==> src/rxs_defs.vh <==
// Purpose: constants for the receive status word and receiver control block
// Assumes: 32-bit classic Wishbone register bus, 200 MHz system clock
// Notes:   offsets are byte addresses of aligned words
`ifndef RXS_DEFS_VH
`define RXS_DEFS_VH

// Register offsets
`define RXS_MAC_CTRL_ADDR   8'h00
`define RXS_RX_STAT_ADDR    8'h04
`define RXS_STATUS_ADDR     8'h08
`define RXS_INFO_ADDR       8'h0C

// Control register fields
`define RXS_CTRL_RECEIVE_ENABLE_BIT_BIT   0
`define RXS_CTRL_PASSBAD    16
`define RXS_CTRL_RESET      32'h00000000

// Status word field positions
`define RXS_SW_FILT_FAIL    30
`define RXS_SW_LEN_HI       29
`define RXS_SW_LEN_LO       16
`define RXS_SW_ES           15
`define RXS_SW_BCAST        13
`define RXS_SW_LEN_ERR      12
`define RXS_SW_RUNT         11
`define RXS_SW_MCAST        10
`define RXS_SW_TOO_LONG     7
`define RXS_SW_LATE_COL     6
`define RXS_SW_FTYPE        5
`define RXS_SW_WDOG         4
`define RXS_SW_MII_ERR      3
`define RXS_SW_DRIBBLE      2
`define RXS_SW_CRC_ERR      1

// Frame length limits in bytes
`define RXS_COL_WINDOW      14'h0040
`define RXS_MAX_FRAME       14'h05EE
`define RXS_MAX_LENFIELD    16'h05DC
`define RXS_HDR_BYTES       14'h000E
`define RXS_WDOG_BYTES      14'h0800

// Status FIFO depth
`define RXS_SFIFO_DEPTH     16
`define RXS_SFIFO_AW        4

`endif

==> src/rxs_status_ctrl.v <==
// Purpose: builds per-frame receive status words, queues them for the host,
//          and handles receiver stop/start and receiver error flagging
// Assumes: frame summary arrives from the receive front end in one cycle
// Notes:   data FIFO storage lives elsewhere; its underrun arrives as a pulse
//
// Contract
// - Status bit 31 and bits 14, 9, 8, 0 always read zero.
// - Bit 30 set when frame failed destination address filter.
// - Bits 29:16 hold frame byte count.
// - Bit 15 is OR of bits 11, 7, 6 and 1.
// - Bit 13 set for broadcast destination.
// - Bit 12 set when length field disagrees with actual length.
// - Bit 11 flags frame ending before 64 bytes.
// - Runts reach host only when pass-bad-frames bit 16 is set.
// - Bit 10 set for multicast destination.
// - Bit 7 set above 1518 bytes; frame kept whole.
// - Bit 6 flags collision after the collision window.
// - Bit 5 set when type field exceeds 1500; never for runts under 14.
// - Bit 4 set when receive watchdog expires on overlong frame.
// - Bit 3 set if RX_ER seen during reception.
// - Bit 2 flags non-byte-multiple frames per mode threshold.
// - Dribble bit suppressed when late collision set.
// - Bit 1 set on CRC mismatch or RX_ER during reception.
// - CRC error bit meaningless for runts, late collision, watchdog.
// - One stopped pulse once the receiver has actually halted.
// - Error flag on data underrun, status underrun, status overrun.
// - Error flag does not stop the receiver.
// - Status word pushed after the frame data, as final item.
//
// The register offsets and the Wishbone slave port were chosen for this implementation.
`timescale 1ns/1ps
`include "rxs_defs.vh"

module rxs_status_ctrl (
    input  wire        clk_i,          // System clock, 200 MHz
    input  wire        rst_i,          // Synchronous reset, active high
    input  wire        ce_i,           // Clock enable, freezes all state
    // Wishbone slave
    input  wire        wb_cyc_i,       // Bus cycle
    input  wire        wb_stb_i,       // Strobe
    input  wire        wb_we_i,        // Write enable
    input  wire [7:0]  wb_adr_i,       // Byte address
    input  wire [3:0]  wb_sel_i,       // Byte selects
    input  wire [31:0] wb_dat_i,       // Write data
    output reg  [31:0] wb_dat_o,       // Read data
    output reg         wb_ack_o,       // Acknowledge
    // Receive front end
    input  wire        rx_frame_act_i, // Frame reception in progress
    input  wire        rx_er_i,        // PHY receive error
    input  wire        rx_col_i,       // Collision indication
    input  wire        rx_byte_i,      // One byte received this cycle
    input  wire        rx_end_i,       // Frame end pulse, summary valid
    input  wire        rx_filt_fail_i, // Address filter failed
    input  wire        rx_bcast_i,     // Broadcast destination
    input  wire        rx_mcast_i,     // Multicast destination
    input  wire [15:0] rx_lentype_i,   // Length/type field value
    input  wire        rx_crc_bad_i,   // CRC mismatch
    input  wire [2:0]  rx_extra_bits_i,// Bits beyond last whole byte
    input  wire        rx_nibble_i,    // Nibble (MII) mode, else 10 Mbps
    input  wire        rx_data_done_i, // Frame data fully written
    input  wire        dfifo_unf_i,    // Host underrun of data FIFO
    output reg         rx_enabled_o,   // Receiver accepting frames
    output reg         rx_stop_evt_o,  // Receiver stopped pulse
    output reg         rx_err_o        // Receiver error flag
);

    // ------------------------------------------------------------------
    // Control and flags
    // ------------------------------------------------------------------
    reg  [31:0] mac_ctrl;
    reg  [13:0] byte_cnt;
    reg         seen_er;
    reg         seen_late_col;
    reg         pend_valid;
    reg  [31:0] pend_word;
    reg  [31:0] sfifo [0:`RXS_SFIFO_DEPTH-1];
    reg  [`RXS_SFIFO_AW:0] wr_ptr;
    reg  [`RXS_SFIFO_AW:0] rd_ptr;
    reg  [31:0] next_word;
    reg         keep_frame;

    wire receive_enable_bit = mac_ctrl[`RXS_CTRL_RECEIVE_ENABLE_BIT_BIT];
    wire pass_bad = mac_ctrl[`RXS_CTRL_PASSBAD];
    wire bus_req = wb_cyc_i & wb_stb_i & ~wb_ack_o;
    wire sf_empty = (wr_ptr == rd_ptr);
    wire sf_full = (wr_ptr[`RXS_SFIFO_AW] != rd_ptr[`RXS_SFIFO_AW]) &&
                   (wr_ptr[`RXS_SFIFO_AW-1:0] == rd_ptr[`RXS_SFIFO_AW-1:0]);
    wire [`RXS_SFIFO_AW:0] sf_level = wr_ptr - rd_ptr;
    wire sf_read = bus_req & ~wb_we_i & (wb_adr_i == `RXS_RX_STAT_ADDR);

    // Byte-lane merge for writes
    function [31:0] merge;
        input [31:0] old_v;
        input [31:0] new_v;
        input [3:0]  sel;
        integer k;
        begin
            merge = old_v;
            for (k = 0; k < 4; k = k + 1) begin
                if (sel[k]) begin
                    merge[8*k +: 8] = new_v[8*k +: 8];
                end
            end
        end
    endfunction

    // ------------------------------------------------------------------
    // Status word assembly
    // ------------------------------------------------------------------
    always @* begin
        next_word = 32'h00000000;
        next_word[`RXS_SW_FILT_FAIL] = rx_filt_fail_i;
        next_word[`RXS_SW_LEN_HI:`RXS_SW_LEN_LO] = byte_cnt;
        next_word[`RXS_SW_BCAST] = rx_bcast_i;
        next_word[`RXS_SW_MCAST] = rx_mcast_i;
        next_word[`RXS_SW_RUNT] = (byte_cnt < `RXS_COL_WINDOW);
        // too long, still counted in full
        next_word[`RXS_SW_TOO_LONG] = (byte_cnt > `RXS_MAX_FRAME);
        next_word[`RXS_SW_LATE_COL] = seen_late_col;
        // frame type, never for short runts
        next_word[`RXS_SW_FTYPE] = (byte_cnt >= `RXS_HDR_BYTES) &&
                                   (rx_lentype_i > `RXS_MAX_LENFIELD);
        // length mismatch for length-encoded frames only
        next_word[`RXS_SW_LEN_ERR] = (byte_cnt >= `RXS_HDR_BYTES) &&
            (rx_lentype_i <= `RXS_MAX_LENFIELD) &&
            ({2'b00, byte_cnt} != rx_lentype_i + 16'h0012);
        next_word[`RXS_SW_WDOG] = (byte_cnt > `RXS_WDOG_BYTES);
        next_word[`RXS_SW_MII_ERR] = seen_er;
        // dribble threshold, suppressed by late collision
        next_word[`RXS_SW_DRIBBLE] = ~seen_late_col &&
            (rx_nibble_i ? (rx_extra_bits_i == 3'h4)
                         : (rx_extra_bits_i >= 3'h3));
        // CRC or PHY error; undefined meaning for bad frames
        next_word[`RXS_SW_CRC_ERR] = rx_crc_bad_i | seen_er;
        next_word[`RXS_SW_ES] = next_word[`RXS_SW_RUNT] |
            next_word[`RXS_SW_TOO_LONG] | next_word[`RXS_SW_LATE_COL] |
            next_word[`RXS_SW_CRC_ERR];
        next_word[31] = 1'b0;
        next_word[14] = 1'b0;
        next_word[9] = 1'b0;
        next_word[8] = 1'b0;
        next_word[0] = 1'b0;
        keep_frame = ~next_word[`RXS_SW_RUNT] | pass_bad;
    end

    // ------------------------------------------------------------------
    // Register bus decode
    // ------------------------------------------------------------------
    // Write strobe for one register; reads never alter control state
    function wr_hit;
        input       req;
        input       we;
        input [7:0] adr;
        input [7:0] target;
        begin
            wr_hit = req & we & (adr == target);
        end
    endfunction

    wire ctrl_wr   = wr_hit(bus_req, wb_we_i, wb_adr_i,
                            `RXS_MAC_CTRL_ADDR);
    wire stat_wr   = wr_hit(bus_req, wb_we_i, wb_adr_i,
                            `RXS_STATUS_ADDR);
    wire rd_req    = bus_req & ~wb_we_i;
    // Clear request for the sticky error flag, byte lane 0 only
    wire err_clr   = stat_wr & wb_sel_i[0] & wb_dat_i[0];

    // ------------------------------------------------------------------
    // Frame events
    // ------------------------------------------------------------------
    // Frames that start while the receiver is off are ignored whole
    wire frame_live  = rx_enabled_o & rx_frame_act_i;
    wire frame_end   = rx_enabled_o & rx_end_i;
    wire sf_push     = pend_valid & rx_data_done_i;
    wire sf_overrun  = sf_push & sf_full;
    wire sf_underrun = sf_read & sf_empty;
    // Enable changes are taken only here, so no frame is cut in two
    wire idle_point  = ~rx_frame_act_i & ~pend_valid;

    // ------------------------------------------------------------------
    // Bus acknowledge
    // ------------------------------------------------------------------
    // One cycle answer; bus_req masks the cycle after an ack, so a
    // held strobe never earns a second acknowledge for one request
    always @(posedge clk_i) begin
        if (rst_i) begin
            wb_ack_o <= 1'b0;
        end else if (ce_i) begin
            wb_ack_o <= bus_req;
        end
    end

    // ------------------------------------------------------------------
    // Control register
    // ------------------------------------------------------------------
    always @(posedge clk_i) begin
        if (rst_i) begin
            mac_ctrl <= `RXS_CTRL_RESET;
        end else if (ce_i) begin
            // host stop and resume via enable
            if (ctrl_wr) begin
                mac_ctrl <= merge(mac_ctrl, wb_dat_i, wb_sel_i) &
                            32'h00010001;
            end
        end
    end

    // ------------------------------------------------------------------
    // Receiver enable and stopped event
    // ------------------------------------------------------------------
    always @(posedge clk_i) begin
        if (rst_i) begin
            rx_enabled_o  <= 1'b0;
            rx_stop_evt_o <= 1'b0;
        end else if (ce_i) begin
            rx_stop_evt_o <= 1'b0;
            // Receiver halts only between frames
            if (idle_point) begin
                if (rx_enabled_o && !receive_enable_bit) begin
                    rx_stop_evt_o <= 1'b1;
                end
                rx_enabled_o <= receive_enable_bit;
            end
        end
    end

    // ------------------------------------------------------------------
    // Per-frame accumulation
    // ------------------------------------------------------------------
    // The count saturates rather than wraps, so a runaway frame can
    // never fold back into a legal length
    always @(posedge clk_i) begin
        if (rst_i) begin
            byte_cnt      <= 14'h0000;
            seen_er       <= 1'b0;
            seen_late_col <= 1'b0;
        end else if (ce_i) begin
            if (frame_end) begin
                byte_cnt      <= 14'h0000;
                seen_er       <= 1'b0;
                seen_late_col <= 1'b0;
            end else if (frame_live) begin
                if (rx_byte_i && byte_cnt != 14'h3FFF) begin
                    byte_cnt <= byte_cnt + 14'h0001;
                end
                if (rx_er_i) begin
                    seen_er <= 1'b1;
                end
                if (rx_col_i && byte_cnt >= `RXS_COL_WINDOW) begin
                    seen_late_col <= 1'b1;
                end
            end
        end
    end

    // ------------------------------------------------------------------
    // Pending status word
    // ------------------------------------------------------------------
    // A new frame end beats the push of the older word, so its status
    // is held rather than lost when both land in one cycle
    always @(posedge clk_i) begin
        if (rst_i) begin
            pend_valid <= 1'b0;
            pend_word  <= 32'h00000000;
        end else if (ce_i) begin
            if (frame_end && keep_frame) begin
                pend_valid <= 1'b1;
                pend_word  <= next_word;
            end else if (sf_push) begin
                pend_valid <= 1'b0;
            end
        end
    end

    // ------------------------------------------------------------------
    // Status queue
    // ------------------------------------------------------------------
    // status pushed only after data is written
    always @(posedge clk_i) begin
        if (!rst_i && ce_i && sf_push && !sf_full) begin
            sfifo[wr_ptr[`RXS_SFIFO_AW-1:0]] <= pend_word;
        end
    end

    // Extra pointer bit tells a full queue from an empty one
    always @(posedge clk_i) begin
        if (rst_i) begin
            wr_ptr <= 5'h00;
            rd_ptr <= 5'h00;
        end else if (ce_i) begin
            if (sf_push && !sf_full) begin
                wr_ptr <= wr_ptr + 5'h01;
            end
            if (sf_read && !sf_empty) begin
                rd_ptr <= rd_ptr + 5'h01;
            end
        end
    end

    // ------------------------------------------------------------------
    // Receiver error flag
    // ------------------------------------------------------------------
    // Overrun drops the word: the host clears the flag by writing bit 0 at the status offset
    wire err_set = sf_overrun | dfifo_unf_i | sf_underrun;

    // error flag, reception continues; set wins
    always @(posedge clk_i) begin
        if (rst_i) begin
            rx_err_o <= 1'b0;
        end else if (ce_i) begin
            if (err_set) begin
                rx_err_o <= 1'b1;
            end else if (err_clr) begin
                rx_err_o <= 1'b0;
            end
        end
    end

    // ------------------------------------------------------------------
    // Read data
    // ------------------------------------------------------------------
    // Read data is registered and held until the next read
    always @(posedge clk_i) begin
        if (rst_i) begin
            wb_dat_o <= 32'h00000000;
        end else if (ce_i && rd_req) begin
            case (wb_adr_i)
                `RXS_MAC_CTRL_ADDR: begin
                    wb_dat_o <= mac_ctrl;
                end
                `RXS_RX_STAT_ADDR: begin
                    wb_dat_o <= sf_empty ? 32'h00000000 :
                                sfifo[rd_ptr[`RXS_SFIFO_AW-1:0]];
                end
                `RXS_STATUS_ADDR: begin
                    wb_dat_o <= {30'h00000000, rx_enabled_o, rx_err_o};
                end
                `RXS_INFO_ADDR: begin
                    wb_dat_o <= {27'h0000000, sf_level};
                end
                default: begin
                    wb_dat_o <= 32'h00000000;
                end
            endcase
        end
    end

endmodule // rxs_status_ctrl

==> config.mk <==
export PLATFORM = sky130hd
export DESIGN_NAME = rxs_status_ctrl
export DESIGN_NICKNAME = d
export VERILOG_FILES = /design/src/rxs_status_ctrl.v
export VERILOG_INCLUDE_DIRS = /design/src /design/src/src
export SDC_FILE = /design/constraint.sdc
export NUM_CORES = 1
export LEC_CHECK = 0
export BUFFER_PORTS_ARGS = -buffer_cell sky130_fd_sc_hd__clkbuf_2
export CAP_MARGIN = 10
export CORE_MARGIN = 10
export CORE_UTILIZATION = 40
export DETAILED_ROUTE_END_ITERATION = 8
export PLACE_DENSITY = 0.65
export SYNTH_ARGS = -nofsm -noshare
export SYNTH_HDL_FRONTEND = slang
export SYNTH_SLANG_ARGS = --single-unit
export TNS_END_PERCENT = 100
==> constraint.sdc <==
create_clock -name clk_i -period 4.6 [get_ports clk_i]
set_input_delay 0.23 -clock clk_i [delete_from_list [all_inputs] [get_ports clk_i]]
set_output_delay 0.23 -clock clk_i [all_outputs]
set_load 0.02 [all_outputs]
* Word-level counts from Yosys, hierarchy flattened
Memory sizes are Yosys's and may differ from the RTL's. A register that Yosys moved wholly into a read port is not among the register bits. Index checks and enable logic that the tools add are counted.
Word-level totals: register bits after elaboration 92, RAM bits 432, bits of input ports 81, output and inout bits 36, logic and storage cells 124, memories kept 1
Cells by class: add/subtract/negate cells 5, magnitude comparators 8, equal/unequal tests 9, mux-type cells 22, bitwise gates (word level) 28, reductions and logical operators 37
Memories:
- sfifo | depth 16, bits a word 27, read ports 1, clocked after memory_dff 1, write ports 1, RTL line rxs_status_ctrl.v:76 | reg [31:0] sfifo [0:`RXS_SFIFO_DEPTH-1];
Operators with widths (count):
- $pmux 32 s4 | 1
- $mux 14 | 3
- $mux 32 | 1
- $add 16x5->16 const B | 1
- $eq 8x4->1 const B | 2
- $gt 16x11->1 const B | 1
- $le 16x11->1 const B | 1
- $ne 14x16->1 | 1
- $and 1x1->1 | 15
- $logic_and 1x1->1 | 15
- $mux 1 | 15
- $reduce_and 3->1 | 5
- $add 14x1->14 const B | 1
- $ge 14x4->1 const B | 1
- $ge 14x7->1 const B | 1
- $gt 14x11->1 const B | 1
- $gt 14x12->1 const B | 1
- $lt 14x7->1 const B | 1
- $ne 14x14->1 const B | 1
- $reduce_and 2->1 | 6
- $reduce_bool 2->1 | 6
- $add 5x1->5 const B | 2
- $eq 8x3->1 const B | 1
- $logic_not 8->1 | 1
- other kinds (10) | 25

* Logic depth before layout (Yosys ltp)
depth after elaboration 8, mapped depth 9, gate-level depth less buffers 9

* Least setup slack after synthesis
No wires, ideal clock.
path type register to register, start reg wr_ptr[0], end mem sfifo[1][0] in the netlist's numbering (enable), library setup time 0.445 ns, arrival 3.322 ns, required time 4.155 ns, setup slack 0.833 ns, cell stages (with the launch flop) 8, buffers on the path 0, period minus slack after synthesis 3.767 ns, path through dfxtp_1 > inv_1 > ha_1 > nand4_1 > nor2b_1 > nor3_1 > nand2_1 > nor3_1
On the way: longest elaborated chain between the ends 6
RTL lines:
- start: declaration | RTL line rxs_status_ctrl.v:77 | reg [`RXS_SFIFO_AW:0] wr_ptr;
- start signal: assignment | RTL line rxs_status_ctrl.v:292 | wr_ptr <= wr_ptr + 5'h01;
- $eq 4x4->1 | RTL line rxs_status_ctrl.v:87 | (wr_ptr[`RXS_SFIFO_AW-1:0] == rd_ptr[`RXS_SFIFO_AW-1:0]);
- $logic_and 1x1->1 | RTL line rxs_status_ctrl.v:86 | wire sf_full = (wr_ptr[`RXS_SFIFO_AW] != rd_ptr[`RXS_SFIFO_AW]) &&
- $logic_not 1->1 | RTL line rxs_status_ctrl.v:280 | if (!rst_i && ce_i && sf_push && !sf_full) begin
- $logic_and 1x1->1 | RTL line rxs_status_ctrl.v:280
- $mux 1 | RTL line rxs_status_ctrl.v:280
- $mux 1 | RTL line rxs_status_ctrl.v:281 | sfifo[wr_ptr[`RXS_SFIFO_AW-1:0]] <= pend_word;
- end: declaration | RTL line rxs_status_ctrl.v:76
Several ways; a longest one is shown, not always the timed one.

* Final worst setup path
start reg wr_ptr[2], end mem sfifo[8][5] in the netlist's numbering (enable)
Same word-level chain as after synthesis.

==> results.sh <==
export IMPL_clock_root_buffer="sky130_fd_sc_hd__clkbuf_16"
export IMPL_synth_yosys_seq_area_share_pct=70.9
export IMPL_layout_nets=1365
export IMPL_final_design_area_no_fill_um2=23800
export IMPL_finalSetupViolations=0
export IMPL_drt_pass1_iter_count=5
export IMPL_largest_net_degree_at_the_start_of_global_routing=70
export IMPL_synth_area_per_cell_um2=18.0
export IMPL_final_max_slew_violation_count=0
export IMPL_grtUsageTotal_pct=14.9
export IMPL_floorplan_core_area_um2=51500
export IMPL_postSynthRegisterBits=524
export IMPL_setup_worst_path_end_class="flop"
export IMPL_timing_critical_path_arrival_ps=3640
export IMPL_synth_edf_count=432
export IMPL_slew_limit_headroom_pct=28.0
export IMPL_worst_ep_required_ps=4900
export IMPL_insertion_delay_ps=600
export IMPL_setup_tns_final_ps=0
export IMPL_grt_first_pass_wirelength_um=71600
export IMPL_post_cts_resized_instances=0
export IMPL_initial_core_util_pct=40.6
export IMPL_finalWeightedCongestion=0.868
export IMPL_cts_root_to_sink_buffers=3
export IMPL_dr_total_vias=10927
export IMPL_die_y_um=249
export IMPL_grt_remaining_overflow=0
export IMPL_synth_yosys_warnings=0
export IMPL_hold_bufs_at_cts=15
export IMPL_postPlaceCellArea_um2=22100
export IMPL_synth_async_reset_ratio_pct=0
export IMPL_antenna_left=0
export IMPL_rsz0062_at_grt="no"
export IMPL_ir_drop_v=0.000282
export IMPL_ys_dominant_reg_cell="sky130_fd_sc_hd__edfxtp_1"
export IMPL_r2r_cell_count=7
export IMPL_outcome="finished clean"
export IMPL_ys_types=60
export IMPL_clock_tree_htree_level_count=2
export IMPL_timing_final_crit_share_pct=72.7
export IMPL_synth_area_leader_cell="sky130_fd_sc_hd__edfxtp_1"
export IMPL_synth_top_cells_by_area="sky130_fd_sc_hd__edfxtp_1, sky130_fd_sc_hd__mux4_2, sky130_fd_sc_hd__dfxtp_1"
export IMPL_post_cts_setup_buffers=0
export IMPL_cts_tree="done"
export IMPL_worstSetupPathType="flop to flop"
export IMPL_rr_startpoint="wr_ptr[2]"
export IMPL_cts_buffers_inserted=52
export IMPL_critPathLaunchType="flop"
export IMPL_report_final_hold_viol_count=0
export IMPL_detail_route_wl_per_cell_um=23.3
export IMPL_areaGrowthSynthToFinish_pct=14.1
export IMPL_timing_final_crit_period_ps=3340
export IMPL_yosysMostFrequentCell="sky130_fd_sc_hd__edfxtp_1"
export IMPL_via_count_of_the_first_global_routing_pass=11342
export IMPL_timing_critical_path_from="wr_ptr[2]"
export IMPL_core_rowCount=83
export IMPL_die_width_um=249
export IMPL_cts_num_sinks=524
export IMPL_max_slew_worst_pin_slew_ps=1080
export IMPL_syn_inst=1164
export IMPL_hold_class="input pin to flop"
export IMPL_min_from="wb_stb_i"
export IMPL_iteration_0_drc_markers=954
export IMPL_pin_count=117
export IMPL_number_of_antenna_diodes=0
export IMPL_worst_clock_skew_ps=20.3
export IMPL_hold_path_cell_count=5
export IMPL_clock_fmax_mhz=299
export IMPL_pwr_density_cell_nw_per_um2=385
export IMPL_clk_pin_slew_worst_paths_ps=60
export IMPL_antenna_found_initial=0
export IMPL_floorplan_die_area_um2=61800
export IMPL_numPortBuffers=80
export IMPL_post_synth_top_area_fraction_pct=62.1
export IMPL_power_static_leakage_nw=7.76
export IMPL_avg_vias_per_cell=5.48
export IMPL_worst_path_max_fanout=20
export IMPL_netlist_top_cells_count="sky130_fd_sc_hd__edfxtp_1, sky130_fd_sc_hd__mux4_2, sky130_fd_sc_hd__nor2_1"
export IMPL_max_cap_viol_count=0
export IMPL_detailed_place_hpwl_um=27100
export IMPL_route_detailed_drc=0
export IMPL_drive_gt1_share_pct=27.3
export IMPL_wl_um=46400
export IMPL_mappedNetlistArea_um2=20900
[cells in the final DEF (no fill, tap or decap), types with 4 or more instances in the layout]
cell type | Yosys | routed
sky130_fd_sc_hd__nor2_1 | 94 | 82
sky130_fd_sc_hd__nand3_1 | 18 | 18
sky130_fd_sc_hd__edfxtp_1 | 432 | 432
sky130_fd_sc_hd__nand2_1 | 59 | 59
sky130_fd_sc_hd__dfxtp_1 | 92 | 88
sky130_fd_sc_hd__a22oi_1 | 26 | 26
sky130_fd_sc_hd__a21oi_2 | 11 | 11
sky130_fd_sc_hd__and4_1 | 5 | 5
sky130_fd_sc_hd__o211ai_1 | 5 | 5
sky130_fd_sc_hd__nand2_2 | 10 | 10
sky130_fd_sc_hd__and3_1 | 4 | 4
sky130_fd_sc_hd__o21ai_0 | 8 | 8
sky130_fd_sc_hd__a211oi_1 | 6 | 6
sky130_fd_sc_hd__nor4_1 | 4 | 4
sky130_fd_sc_hd__nand2b_1 | 8 | 8
sky130_fd_sc_hd__nand4_1 | 13 | 13
sky130_fd_sc_hd__clkbuf_1 | 35 | 22
sky130_fd_sc_hd__ha_1 | 12 | 12
sky130_fd_sc_hd__clkinv_2 | 0 | 9
sky130_fd_sc_hd__conb_1 | 1 | 4
sky130_fd_sc_hd__xnor2_1 | 20 | 20
sky130_fd_sc_hd__inv_1 | 11 | 11
sky130_fd_sc_hd__xor2_1 | 20 | 20
sky130_fd_sc_hd__a21o_1 | 4 | 4
sky130_fd_sc_hd__clkinv_1 | 0 | 5
sky130_fd_sc_hd__a21oi_1 | 31 | 31
sky130_fd_sc_hd__clkbuf_2 | 0 | 79
sky130_fd_sc_hd__nor3_2 | 0 | 4
sky130_fd_sc_hd__buf_4 | 7 | 22
sky130_fd_sc_hd__nor3_1 | 13 | 9
sky130_fd_sc_hd__mux4_2 | 133 | 133
sky130_fd_sc_hd__nor2_4 | 0 | 12
sky130_fd_sc_hd__clkbuf_16 | 0 | 53
sky130_fd_sc_hd__mux2i_1 | 8 | 8
sky130_fd_sc_hd__a31oi_1 | 6 | 6
sky130_fd_sc_hd__dlygate4sd3_1 | 0 | 15
[through the flow]
| stage | util (%) | hold slack [ps] | worst slack [ps] | cells | power, mW |
|---|---|---|---|---|---|
| 6_report | 46.3 | 43.9 | 1260 | 1993 | 9.18 |
| 5_1_grt | 46.3 | 45.9 | 966 | 1993 | 9.48 |
| 3_5_place_dp | 42.9 | 453 | 1260 | 1882 | 5.26 |
| 4_1_cts | 46.3 | 18.4 | 1240 | 1993 | 9.27 |
| 2_1_floorplan | - | 366 | 833 | 1167 | 5.22 |
| 3_3_place_gp | 42.9 | 450 | 1260 | 1882 | 5.26 |
[power breakdown]
group | internal (mW) | total [mW] | leakage [nW] | switching, mW
clock | 2.26 | 4.01 | 0.780 | 1.75
combinational | 0.0428 | 0.109 | 1.97 | 0.0664
sequential | 5.06 | 5.06 | 5.01 | 0.00159
total | 7.37 | 9.18 | 7.76 | 1.82
[worst max-delay path, stage by stage, from the launching register on]
cell and delay [ps]:
sky130_fd_sc_hd__dfxtp_1 590, sky130_fd_sc_hd__ha_1 360, sky130_fd_sc_hd__nand4_1 170, sky130_fd_sc_hd__nor2b_1 100, sky130_fd_sc_hd__nor3_1 430, sky130_fd_sc_hd__nand2_1 340, sky130_fd_sc_hd__nor2_4 770, sky130_fd_sc_hd__buf_4 280
[worst paths after layout]
path	to	slack [ps]
min reg2reg	wb_dat_o[0]	460
max reg2reg	sfifo[8][5]	1260
min	wb_ack_o	40
max	sfifo[8][5]	1260
[kinds of logic (layout without fill, tap and decap cells)]
group / count (synthesis) / after routing / share of synthesized area [%]
AO/OA/AOI/OAI: 116 / 116 / 4.00
XOR/XNOR: 40 / 40 / 1.68
adder cells (fa/ha/maj): 13 / 13 / 0.814
buffers and inverters: 80 / 226 / 2.21
flip-flops: 524 / 524 / 70.9
multiplexers: 142 / 142 / 14.8
other: 1 / 4 / 0.0179
AND/OR/NAND/NOR: 248 / 248 / 5.63
[sequential cells by signal (all words and copies together), names as in the netlist, named ones only]
signal,count
rx_err_o,1
sfifo,432
mac_ctrl,2
wb_dat_o,28
pend_valid,1
byte_cnt,14
seen_er,1
rx_enabled_o,1
rd_ptr,5
wb_ack_o,1
rx_stop_evt_o,1
seen_late_col,1
pend_word,27
wr_ptr,5
[metal layers]
metal  track usage, %  wire length (µm)  part of all wire [%]
met2             23.4             22000                    47
met5                0                 0                     0
met1             20.9             20300                    44
met4             3.49               699                   1.5
met3             3.21              3390                   7.3
[final cells by class]
class | instances | area (µm²)
clock inverters | 20 | 184
well taps | 680 | 851
clock buffers | 76 | 1420
multi-input cells | 563 | 5750
fillers | 4394 | 27700
inverters | 11 | 41.3
repair buffers | 119 | 771
flip-flops and latches | 524 | 14800
(Power assumes the default switching activity.)
